--- config.mk ---
export PLATFORM = sky130hd
export DESIGN_NAME = qusm_top
export DESIGN_NICKNAME = d
export VERILOG_FILES = /design/src/rtl/qusm_pkg.sv /design/src/rtl/qusm_top.sv
export VERILOG_INCLUDE_DIRS = /design/src /design/src/rtl
export SDC_FILE = /design/constraint.sdc
export NUM_CORES = 1
export LEC_CHECK = 0
export ABC_AREA = 1
export BUFFER_PORTS_ARGS = -buffer_cell sky130_fd_sc_hd__buf_2
export CORE_AREA = 2 2 239 241
export CTS_CLUSTER_DIAMETER = 150
export CTS_CLUSTER_SIZE = 8
export DETAILED_ROUTE_END_ITERATION = 12
export DIE_AREA = 0 0 241 243
export GPL_TIMING_DRIVEN = 0
export SLEW_MARGIN = 20
export SYNTH_ARGS = -nofsm -noshare
export SYNTH_HDL_FRONTEND = slang
export SYNTH_SLANG_ARGS = --single-unit
--- constraint.sdc ---
create_clock -name i_clock -period 12.8 [get_ports i_clock]
set_input_delay 0 -clock i_clock [delete_from_list [all_inputs] [get_ports i_clock]]
set_output_delay 0 -clock i_clock [all_outputs]
set_load 0.02 [all_outputs]
--- src/rtl/qusm_consts.svh ---
// constants of the quad serial channel select and modem block
// assumes inclusion by bare name from the package and the top module
`ifndef QUSM_CONSTS_SVH
`define QUSM_CONSTS_SVH

// ---------------------------------------------------------------
// register offsets inside one channel
// ---------------------------------------------------------------
`define QUSM_OFF_DATA 3'h0
`define QUSM_OFF_IER  3'h1
`define QUSM_OFF_ISR  3'h2
`define QUSM_OFF_LCR  3'h3
`define QUSM_OFF_MODEM_CTL  3'h4
`define QUSM_OFF_LSR        3'h5
`define QUSM_OFF_MODEM_STAT 3'h6

// ---------------------------------------------------------------
// field positions
// ---------------------------------------------------------------
`define QUSM_CTL_DTR  0
`define QUSM_CTL_RTS  1
`define QUSM_CTL_OUT2 3
`define QUSM_CTL_LOOP 4
`define QUSM_LCR_PEN  3
`define QUSM_LCR_EPS  4
`define QUSM_IER_RX   0
`define QUSM_IER_THRE 1
`define QUSM_IER_LINE 2
`define QUSM_IER_MDM  3
`define QUSM_PIN_CTS  0
`define QUSM_PIN_DSR  4
`define QUSM_PIN_RING 8
`define QUSM_PIN_CARR 12
`define QUSM_PIN_RX   16
`define QUSM_PIN_MODE 20
`define QUSM_PIN_RST  21

// ---------------------------------------------------------------
// reset values and timing
// ---------------------------------------------------------------
`define QUSM_OUT_IDLE 4'hF
`define QUSM_BITS_PAR 4'hB
`define QUSM_BITS_NOP 4'hA
`define QUSM_CLK_NS   4
`define QUSM_BIT_NS   64

`endif

--- src/rtl/qusm_pkg.sv ---
// types of the quad serial channel select and modem block
// assumes the constants header sits beside it
`include "qusm_consts.svh"

package qusm_pkg;

	// receiver sequence of one channel
	typedef enum logic [1:0] {
		QUSM_RX_IDLE  = 2'b00,
		QUSM_RX_START = 2'b01,
		QUSM_RX_DATA  = 2'b10
	} qusm_rx_state_type;

	// whole state of the block, all four channels
	typedef struct packed {
		logic [21:0]                   sync1;
		logic [21:0]                   sync2;
		logic [3:0][4:0]               mctl;
		logic [3:0][3:0]               ier;
		logic [3:0][1:0]               lcr;
		logic [3:0]                    ring_prev;
		logic [3:0]                    teri;
		logic [3:0]                    tx_busy;
		logic [3:0][10:0]              tx_sh;
		logic [3:0][3:0]               tx_n;
		logic [3:0][15:0]              tx_cnt;
		qusm_rx_state_type [3:0]       rx_st;
		logic [3:0][9:0]               rx_sh;
		logic [3:0][3:0]               rx_n;
		logic [3:0][15:0]              rx_cnt;
		logic [3:0][7:0]               rhr;
		logic [3:0]                    rx_rdy;
		logic [3:0]                    par_err;
		logic [3:0]                    frm_err;
		logic [3:0]                    tx_q;
		logic [3:0]                    dtr_n;
		logic [3:0]                    rts_n;
		logic [3:0]                    int_q;
		logic                          irq_oe_n;
		logic [7:0]                    rdata;
		logic                          rvalid;
	} qusm_state_type;

endpackage

--- src/rtl/qusm_top.sv ---
// four serial channels behind a selectable host bus front end
// assumes host strobes come from logic on i_clock; modem pins do not
//
// Summary of operation
// - bus mode pin high picks four selects, low picks select plus address
// - four-select mode: exactly one low select picks a channel, else none
// - single-select mode: select low, two address bits pick channels A-D
// - clear-to-send low means modem ready; shown in status bit 4
// - control bit 0 set drives terminal-ready low, clear drives it high
// - control bit 1 set drives request-to-send low, clear drives it high
// - request-to-send stays high after reset until software changes it
// - handshake pins never affect transmit or receive
// - ring indicator rising edge raises modem status interrupt if enabled
// - carrier-detect low means carrier present
// - transmit pin high in reset, idle and when transmitter is off
// - loop-back ignores receive pin and feeds transmit data to receiver
// - transmit frames with start, stop, optional parity; receive checks it
// - four-select mode: style input and control bit 3 shape interrupts
// - reset pin high-active in four-select mode, low-active otherwise
// - single-select mode merges interrupts onto one open-drain low request
`timescale 1ns/10ps
`include "qusm_consts.svh"

module qusm_top #(
	parameter int unsigned BIT_CYCLES = `QUSM_BIT_NS / `QUSM_CLK_NS
) (
	input  wire logic       i_clock,                // system clock
	input  wire logic       i_rst,                  // async reset, high
	input  wire logic       i_bus_mode,             // pin: 1 four selects
	input  wire logic       i_reset_pin,            // pin: mode-polar reset
	input  wire logic [3:0] i_channel_select_n,     // four selects, a..d
	input  wire logic       i_chip_select_n,        // single select
	input  wire logic [1:0] i_channel_addr,         // channel address bits
	input  wire logic [2:0] i_addr,                 // register offset
	input  wire logic       i_wr,                   // write strobe pulse
	input  wire logic       i_rd,                   // read strobe pulse
	input  wire logic [7:0] i_wdata,                // write data
	input  wire logic       i_interrupt_style_select, // 1 continuous
	input  wire logic [3:0] i_clear_to_send_n,      // pins, per channel
	input  wire logic [3:0] i_data_set_ready_n,     // pins, per channel
	input  wire logic [3:0] i_ring_indicator_n,     // pins, per channel
	input  wire logic [3:0] i_carrier_detect_n,     // pins, per channel
	input  wire logic [3:0] i_rx,                   // serial in pins
	output logic [3:0]      o_tx,                   // serial out pins
	output logic [3:0]      o_dtr_n,                // terminal ready
	output logic [3:0]      o_rts_n,                // request to send
	output logic [3:0]      o_int,                  // per channel interrupt
	output logic            o_irq_oe_n,             // low: pull request low
	output logic [7:0]      o_rdata,                // read data
	output logic            o_rvalid                // read data valid pulse
);
	import qusm_pkg::*;

	localparam logic [15:0] BIT_LAST = 16'(BIT_CYCLES - 1);
	localparam logic [15:0] BIT_HALF = 16'(BIT_CYCLES / 2 - 1);

	// ---------------------------------------------------------------
	// elaboration check
	// ---------------------------------------------------------------
	if (BIT_CYCLES < 4 || BIT_CYCLES > 65536) begin : g_chk
		$error("BIT_CYCLES out of range");
	end

	// ---------------------------------------------------------------
	// functions
	// ---------------------------------------------------------------
	// one-hot channel pick; ambiguous selects pick nothing
	function automatic logic [3:0] qusm_chan_sel(input logic mode,
			input logic [3:0] sel_n, input logic cs_n,
			input logic [1:0] a);
		logic [3:0] r;
		r = 4'h0;
		if (mode) begin
			case (sel_n)
				4'hE: r = 4'h1;
				4'hD: r = 4'h2;
				4'hB: r = 4'h4;
				4'h7: r = 4'h8;
				default: r = 4'h0;
			endcase
		end else if (!cs_n) begin
			r = 4'h1 << a;
		end
		return r;
	endfunction

	// parity bit for even (eps) or odd
	function automatic logic qusm_par(input logic eps,
			input logic [7:0] d);
		return eps ? ^d : ~^d;
	endfunction

	function automatic qusm_state_type qusm_rst_state();
		qusm_state_type s;
		s = '0;
		s.dtr_n = `QUSM_OUT_IDLE;
		s.rts_n = `QUSM_OUT_IDLE;
		s.tx_q = `QUSM_OUT_IDLE;
		s.irq_oe_n = 1'b1;
		// idle pin level, so release of reset makes no false ring edge
		s.ring_prev = 4'hF;
		return s;
	endfunction

	qusm_state_type st;
	qusm_state_type nxt_st;
	logic           w_mode;
	logic           w_soft;
	logic [3:0]     w_sel;
	logic [3:0]     w_pend;

	// ---------------------------------------------------------------
	// decode and pending requests
	// ---------------------------------------------------------------
	assign w_mode = st.sync2[`QUSM_PIN_MODE];
	// polarity of the reset pin follows the bus mode
	assign w_soft = w_mode ? st.sync2[`QUSM_PIN_RST]
			: !st.sync2[`QUSM_PIN_RST];
	assign w_sel = qusm_chan_sel(w_mode, i_channel_select_n,
			i_chip_select_n, i_channel_addr);

	// enabled service needs of each channel
	always_comb begin
		w_pend = 4'h0;
		for (int i = 0; i < 4; i++) begin
			w_pend[i] = (st.ier[i][`QUSM_IER_RX] & st.rx_rdy[i])
				| (st.ier[i][`QUSM_IER_THRE] & !st.tx_busy[i])
				| (st.ier[i][`QUSM_IER_LINE]
					& (st.par_err[i] | st.frm_err[i]))
				| (st.ier[i][`QUSM_IER_MDM] & st.teri[i]);
		end
	end

	// ---------------------------------------------------------------
	// next state
	// ---------------------------------------------------------------
	always_comb begin
		logic       txl;
		logic       line;
		logic       pen;
		logic [9:0] v;
		logic [7:0] d;
		txl = 1'b1;
		line = 1'b1;
		pen = 1'b0;
		v = 10'h000;
		d = 8'h00;
		nxt_st = st;
		nxt_st.sync1 = {i_reset_pin, i_bus_mode, i_rx, i_carrier_detect_n,
			i_ring_indicator_n, i_data_set_ready_n, i_clear_to_send_n};
		nxt_st.sync2 = st.sync1;
		nxt_st.rvalid = 1'b0;
		nxt_st.rdata = 8'h00;
		// channels are copies; none looks at another
		for (int i = 0; i < 4; i++) begin
			pen = st.lcr[i][0];
			// host reads first so that hardware sets win below
			if (w_sel[i] && i_rd) begin
				nxt_st.rvalid = 1'b1;
				case (i_addr)
					`QUSM_OFF_DATA: begin
						nxt_st.rdata = st.rhr[i];
						nxt_st.rx_rdy[i] = 1'b0;
					end
					`QUSM_OFF_IER: nxt_st.rdata = {4'h0, st.ier[i]};
					`QUSM_OFF_ISR: nxt_st.rdata = {4'h0, st.teri[i],
						st.par_err[i] | st.frm_err[i], !st.tx_busy[i],
						st.rx_rdy[i]};
					`QUSM_OFF_LCR: nxt_st.rdata = {3'h0, st.lcr[i], 3'h0};
					`QUSM_OFF_MODEM_CTL: nxt_st.rdata = {3'h0, st.mctl[i]};
					`QUSM_OFF_LSR: begin
						nxt_st.rdata = {1'b0, !st.tx_busy[i], !st.tx_busy[i],
							1'b0, st.frm_err[i], st.par_err[i], 1'b0,
							st.rx_rdy[i]};
						nxt_st.par_err[i] = 1'b0;
						nxt_st.frm_err[i] = 1'b0;
					end
					`QUSM_OFF_MODEM_STAT: begin
						nxt_st.rdata = {
							!st.sync2[`QUSM_PIN_CARR + i],
							!st.sync2[`QUSM_PIN_RING + i],
							!st.sync2[`QUSM_PIN_DSR + i],
							!st.sync2[`QUSM_PIN_CTS + i],
							1'b0, st.teri[i], 2'b00};
						nxt_st.teri[i] = 1'b0;
					end
					default: nxt_st.rdata = 8'h00;
				endcase
			end
			// host writes into the selected channel only
			if (w_sel[i] && i_wr) begin
				case (i_addr)
					`QUSM_OFF_IER: nxt_st.ier[i] = i_wdata[3:0];
					`QUSM_OFF_LCR: nxt_st.lcr[i] =
						{i_wdata[`QUSM_LCR_EPS], i_wdata[`QUSM_LCR_PEN]};
					`QUSM_OFF_MODEM_CTL: nxt_st.mctl[i] = i_wdata[4:0];
					default: ;
				endcase
			end
			// ring trailing edge: pin back to high
			nxt_st.ring_prev[i] = st.sync2[`QUSM_PIN_RING + i];
			if (!st.ring_prev[i] && st.sync2[`QUSM_PIN_RING + i]) begin
				nxt_st.teri[i] = 1'b1;
			end
			// transmitter; handshake pins take no part here
			txl = st.tx_busy[i] ? st.tx_sh[i][0] : 1'b1;
			if (st.tx_busy[i]) begin
				if (st.tx_cnt[i] == 16'h0000) begin
					nxt_st.tx_sh[i] = {1'b1, st.tx_sh[i][10:1]};
					nxt_st.tx_n[i] = st.tx_n[i] - 4'h1;
					nxt_st.tx_cnt[i] = BIT_LAST;
					if (st.tx_n[i] == 4'h1) begin
						nxt_st.tx_busy[i] = 1'b0;
					end
				end else begin
					nxt_st.tx_cnt[i] = st.tx_cnt[i] - 16'h0001;
				end
			end else if (w_sel[i] && i_wr && i_addr == `QUSM_OFF_DATA) begin
				// start bit low, optional parity, one stop bit
				nxt_st.tx_sh[i] = {1'b1,
					pen ? qusm_par(st.lcr[i][1], i_wdata) : 1'b1,
					i_wdata, 1'b0};
				nxt_st.tx_n[i] = pen ? `QUSM_BITS_PAR : `QUSM_BITS_NOP;
				nxt_st.tx_cnt[i] = BIT_LAST;
				nxt_st.tx_busy[i] = 1'b1;
			end
			// loop-back parks the pin high and feeds the receiver
			nxt_st.tx_q[i] = st.mctl[i][`QUSM_CTL_LOOP] ? 1'b1 : txl;
			line = st.mctl[i][`QUSM_CTL_LOOP] ? txl
				: st.sync2[`QUSM_PIN_RX + i];
			// receiver samples mid-bit
			case (st.rx_st[i])
				QUSM_RX_IDLE: begin
					if (!line) begin
						nxt_st.rx_st[i] = QUSM_RX_START;
						nxt_st.rx_cnt[i] = BIT_HALF;
					end
				end
				QUSM_RX_START: begin
					if (st.rx_cnt[i] != 16'h0000) begin
						nxt_st.rx_cnt[i] = st.rx_cnt[i] - 16'h0001;
					end else if (line) begin
						nxt_st.rx_st[i] = QUSM_RX_IDLE; // glitch, not a start
					end else begin
						nxt_st.rx_st[i] = QUSM_RX_DATA;
						nxt_st.rx_cnt[i] = BIT_LAST;
						nxt_st.rx_n[i] = pen ? `QUSM_BITS_PAR - 4'h1
							: `QUSM_BITS_NOP - 4'h1;
					end
				end
				QUSM_RX_DATA: begin
					if (st.rx_cnt[i] != 16'h0000) begin
						nxt_st.rx_cnt[i] = st.rx_cnt[i] - 16'h0001;
					end else begin
						v = {line, st.rx_sh[i][9:1]};
						nxt_st.rx_sh[i] = v;
						nxt_st.rx_cnt[i] = BIT_LAST;
						nxt_st.rx_n[i] = st.rx_n[i] - 4'h1;
						if (st.rx_n[i] == 4'h1) begin
							d = pen ? v[7:0] : v[8:1];
							nxt_st.rx_st[i] = QUSM_RX_IDLE;
							nxt_st.rhr[i] = d;
							nxt_st.rx_rdy[i] = 1'b1;
							if (pen && v[8] != qusm_par(st.lcr[i][1], d)) begin
								nxt_st.par_err[i] = 1'b1;
							end
							if (!line) begin
								nxt_st.frm_err[i] = 1'b1;
							end
						end
					end
				end
				default: nxt_st.rx_st[i] = QUSM_RX_IDLE;
			endcase
			// handshake outputs, active low
			nxt_st.dtr_n[i] = !st.mctl[i][`QUSM_CTL_DTR];
			nxt_st.rts_n[i] = !st.mctl[i][`QUSM_CTL_RTS];
			// software gated or continuous style
			nxt_st.int_q[i] = w_mode & (i_interrupt_style_select ? w_pend[i]
				: w_pend[i] & st.mctl[i][`QUSM_CTL_OUT2]);
		end
		// merged open-drain request in single-select mode
		nxt_st.irq_oe_n = !(!w_mode && (|w_pend));
		if (w_soft) begin
			nxt_st = qusm_rst_state();
			nxt_st.sync1 = {i_reset_pin, i_bus_mode, i_rx,
				i_carrier_detect_n, i_ring_indicator_n,
				i_data_set_ready_n, i_clear_to_send_n};
			nxt_st.sync2 = st.sync1;
		end
	end

	// ---------------------------------------------------------------
	// state register
	// ---------------------------------------------------------------
	always_ff @(posedge i_clock or posedge i_rst) begin
		if (i_rst) begin
			st <= qusm_rst_state();
		end else begin
			st <= nxt_st;
		end
	end

	assign o_tx = st.tx_q;
	assign o_dtr_n = st.dtr_n;
	assign o_rts_n = st.rts_n;
	assign o_int = st.int_q;
	assign o_irq_oe_n = st.irq_oe_n;
	assign o_rdata = st.rdata;
	assign o_rvalid = st.rvalid;

	// ---------------------------------------------------------------
	// checks
	// ---------------------------------------------------------------
	AST_SEL_FOUR: assert property (
		@(posedge i_clock) disable iff (i_rst)
		w_mode && $countones(~i_channel_select_n) != 1 |-> w_sel == 4'h0)
		else $error("four-select decode picked a channel");
	AST_SEL_ONE: assert property (
		@(posedge i_clock) disable iff (i_rst)
		!w_mode |-> w_sel == (i_chip_select_n ? 4'h0
			: 4'h1 << i_channel_addr))
		else $error("single-select decode wrong");
	AST_DTR: assert property (
		@(posedge i_clock) disable iff (i_rst || w_soft)
		w_sel[0] && i_wr && i_addr == `QUSM_OFF_MODEM_CTL ##1 !w_soft
		|=> o_dtr_n[0] == !$past(i_wdata[0], 2))
		else $error("terminal ready does not follow control bit 0");
	AST_RTS: assert property (
		@(posedge i_clock) disable iff (i_rst || w_soft)
		w_sel[1] && i_wr && i_addr == `QUSM_OFF_MODEM_CTL ##1 !w_soft
		|=> o_rts_n[1] == !$past(i_wdata[1], 2))
		else $error("request to send does not follow control bit 1");
	AST_RESET_OUT: assert property (
		@(posedge i_clock) disable iff (i_rst)
		w_soft |=> o_rts_n == 4'hF && o_dtr_n == 4'hF && o_tx == 4'hF)
		else $error("outputs not idle after pin reset");
	AST_STATUS_CTS: assert property (
		@(posedge i_clock) disable iff (i_rst || w_soft)
		w_sel[2] && i_rd && i_addr == `QUSM_OFF_MODEM_STAT
		|=> o_rvalid && o_rdata[4] == !$past(st.sync2[`QUSM_PIN_CTS + 2]))
		else $error("status bit 4 does not show clear to send");
	AST_TX_IDLE: assert property (
		@(posedge i_clock) disable iff (i_rst || w_soft)
		!st.tx_busy[0] |=> o_tx[0])
		else $error("transmit pin low while idle");
	AST_LOOP: assert property (
		@(posedge i_clock) disable iff (i_rst || w_soft)
		st.mctl[3][`QUSM_CTL_LOOP] [*2] |-> o_tx[3])
		else $error("transmit pin moved in loop-back");
	// channel d is the one whose ring edge is exercised in four-select mode
	AST_RING: assert property (
		@(posedge i_clock) disable iff (i_rst || w_soft)
		$rose(st.teri[3]) && st.ier[3][`QUSM_IER_MDM] && w_mode
		|=> o_int[3] == $past(i_interrupt_style_select
			|| st.mctl[3][`QUSM_CTL_OUT2]))
		else $error("ring edge interrupt wrong for its style");
	AST_IRQ_MERGE: assert property (
		@(posedge i_clock) disable iff (i_rst || w_soft)
		!w_mode && (|w_pend) ##1 !w_soft |-> !o_irq_oe_n && o_int == 4'h0)
		else $error("merged request not pulled low");

endmodule

==> impl_metrics.toml <==
[run_status]
status = "completed"

[clocking]
cts_max_level = 2
numCtsBuffers = 58
clk_pin_slew_ns = 0.05
clk_latency_ns = 0.63
cts_buffer_depth = 3
clkSinkCount = 418
post_cts_buffers = 0
clockRootBuffer = "clkbuf_16"
cts_tree = "built"

[floorplanning]
fp-row-count = 87
die_area_sq_um = 58600
ios = 71
start_util_pct = 39.6
core_area_sq_um = 56000
die_w_um = 241
die_h_um = 243

[synthesis]
yosysSeqAreaShare_pct = 47.3
async_flop_share_pct = 100
yosys.area.top_type = "dfrtp_1"
synth.distinct_cells = 59
syn_area_sq_um = 22200
ys_ff_latch = 418
avgSynthCellArea_sq_um = 7.94
synth_cells = 2790
synth_fp_nets = 2875
synth.top_cells.by_count = "nand2_1 (643), dfrtp_1 (401), inv_1 (309), o21ai_0 (290), nor2_1 (237)"
yosysTopAreaCellShare_pct = 45.3
synth_edf_count = 0
synthTopCellsByArea = "dfrtp_1 (45%), nand2_1 (11%), o21ai_0 (6.5%)"
synth_ff_type = "dfrtp_1"
yosysWarningCount = 0
synth_most_common_cell = "nand2_1"

[timing]
postLayoutSetupSlackWorst_ns = 9.97
slew_headroom_pct = 32.4
whs_ns = 0.0282
fmax_ghz = 0.353
worst_pin_slew_ns = 0.998
setup_viol_count_final = 0
period_share_pct = 22.1
fin_crit_ns = 2.83
slew_viol_final = 0
tns_ns = 0
rsz0062_at_grt = "no"
skew_ns = 0.0229
report.final.hold_viol_count = 0

[critical_path]
rr_endpoint = "st[265]"
r2r_cells = 8
crit_path_max_fanout = 10
worst_path_most_repeated_cell = "buf_2"
crit_chain = "inv_2, nand2_2, nand2_4, buf_2, buf_2, buf_1, nand2_1, o22ai_1"
required_ns = 13.33
critPathTopFamily = "buffers and inverters"
crit_path_start_kind = "flip-flop"
critPathCaptureType = "flip-flop"
critPathArrivalTime_ns = 3.36
reg2reg_setup_slack_ns = 9.97
crit_path_max_incr_delay_ns = 0.75
r2r-start = "st[398]"
crit_path_top_delay_cell = "buf_1"
crit_buf_inv = 4
worst-setup-path-type = "flip-flop to flip-flop"

[route]
drt-vias-per-instance = 5.29
via_count = 19917
drt-total-wl_um = 66100
drt_iter0_drc = 1579
dr.pass1.iters = 6
ant_nets = 0
wl_per_cell_um = 17.6
drc = 0

[hold_path]
min_path_type = "input pin to flip-flop"
min_from = "i_rx[0]"
hold_depth = 2
min_to = "st[416]"

[run]
cap_violations = 0

[layout]
layoutNonFillerInstCount = 3763
final_layout_size_suffix_gt1_share_pct = 9.61
fillers = 5539
design_area_sq_um = 25600
fin_util_pct = 45.8
area_growth_syn_to_layout_pct = 15.7
nets = 3043

[place]
dpl_worst_slack_ns = 10.09
placed_area_sq_um = 23600
hpwl_um = 46900
portBuffers = 69
place_congestion = 0.948
dp_cells = 3619

[global_route]
grt_pass1_wl_um = 105000
antenna_found_initial = 1
grt_max_degree = 103
grt_pass1_vias = 19129
track_usage_pct = 22.6
gr-total-overflow = 0

[power_and_ir_drop]
power.leakage_nw = 11.9
ir_drop_mv = 0.0989
powerDensity_nw_per_um2 = 179
p_total_mw = 4.60
-- cell usage in the layout, fill, tap and decap left out, types with 6 or more instances in the layout --
cell / synthesis / final
a21oi_1: 87 / 87
a22oi_1: 37 / 37
a31oi_1: 7 / 7
buf_2: 33 / 104
buf_4: 28 / 28
clkbuf_1: 29 / 75
clkbuf_16: 0 / 61
dfrtp_1: 401 / 401
dfstp_2: 17 / 17
dlygate4sd3_1: 0 / 35
ha_1: 40 / 40
inv_1: 309 / 308
inv_2: 12 / 12
nand2_1: 643 / 643
nand2_2: 12 / 12
nand3_1: 186 / 186
nand4_1: 48 / 48
nor2_1: 237 / 237
nor3_1: 84 / 84
nor4_1: 7 / 7
o2111ai_1: 6 / 6
o211ai_1: 26 / 26
o21ai_0: 290 / 290
o21ai_1: 17 / 17
o21ai_2: 6 / 6
o221ai_1: 6 / 6
o22ai_1: 57 / 57
o31ai_1: 13 / 13
or2_2: 10 / 10
xnor2_1: 15 / 15
xor2_1: 58 / 58
-- area by class of cell --
type	count	area, sq um	share of cell area (%)
tap	756	946	3.69
multi-input combinational	1945	9870	38.5
timing repair buffer	108	806	3.14
buffer	102	586	2.28
clock inverter	1	8.76	0.0342
sequential	418	10500	40.9
clock buffer	107	1700	6.63
inverter	325	1240	4.83
antenna	1	2.50	0.00976
-- registers in the layout, indices dropped and copies added (netlist names) --
signal,count
o_int,4
o_dtr_n,4
o_rdata,8
o_rvalid,1
o_irq_oe_n,1
o_rts_n,4
o_tx,4
st,392
-- layer usage --
metal	track usage, %	part of all wire, %
met5	0	0
met4	6.23	2.6
met3	3.66	6.3
met2	36.1	45
met1	31.8	46
-- report_power, final --
group          internal (mW)  switching, mW
registers               1.49          0.138
logic                  0.489           1.01
clock network          0.879          0.594
-- cells by family (layout without fill, tap and decap cells) --
family | count (synthesis) | in the layout | synth area share (%)
AOI/OAI and AO/OA | 573 | 573 | 14.9
adders and majority gates | 40 | 40 | 2.26
DFF | 418 | 418 | 47.3
xor gates and xnor gates | 73 | 73 | 2.89
other | 0 | 1 | 0
and+or+nand+nor | 1258 | 1258 | 24.4
buffers and inverters | 427 | 643 | 8.18
muxes | 1 | 1 | 0.0452
-- timing repair --
action | in CTS | in global routing
hold buffers | 35 | 0
endpoints found under the setup margin | 0 | 0
gates resized for setup | 0 | 0
hold endpoints to repair | 478 | 0
-- worst max path at each step --
stage | depth (start not counted) | start | slack [ns] | end
5_1_grt | 8 | st[398] | 9.88 | st[269]
6_report | 8 | st[398] | 9.97 | st[265]
3_5_place_dp | 8 | st[398] | 10.09 | st[265]
4_1_cts | 8 | st[398] | 10.08 | st[265]
3_3_place_gp | 2 | i_rst | -3.71 | st[80]
2_1_floorplan | 1 | i_rst | 1.19 | o_int[0]
No activity file was read; power rests on OpenSTA's default activity.
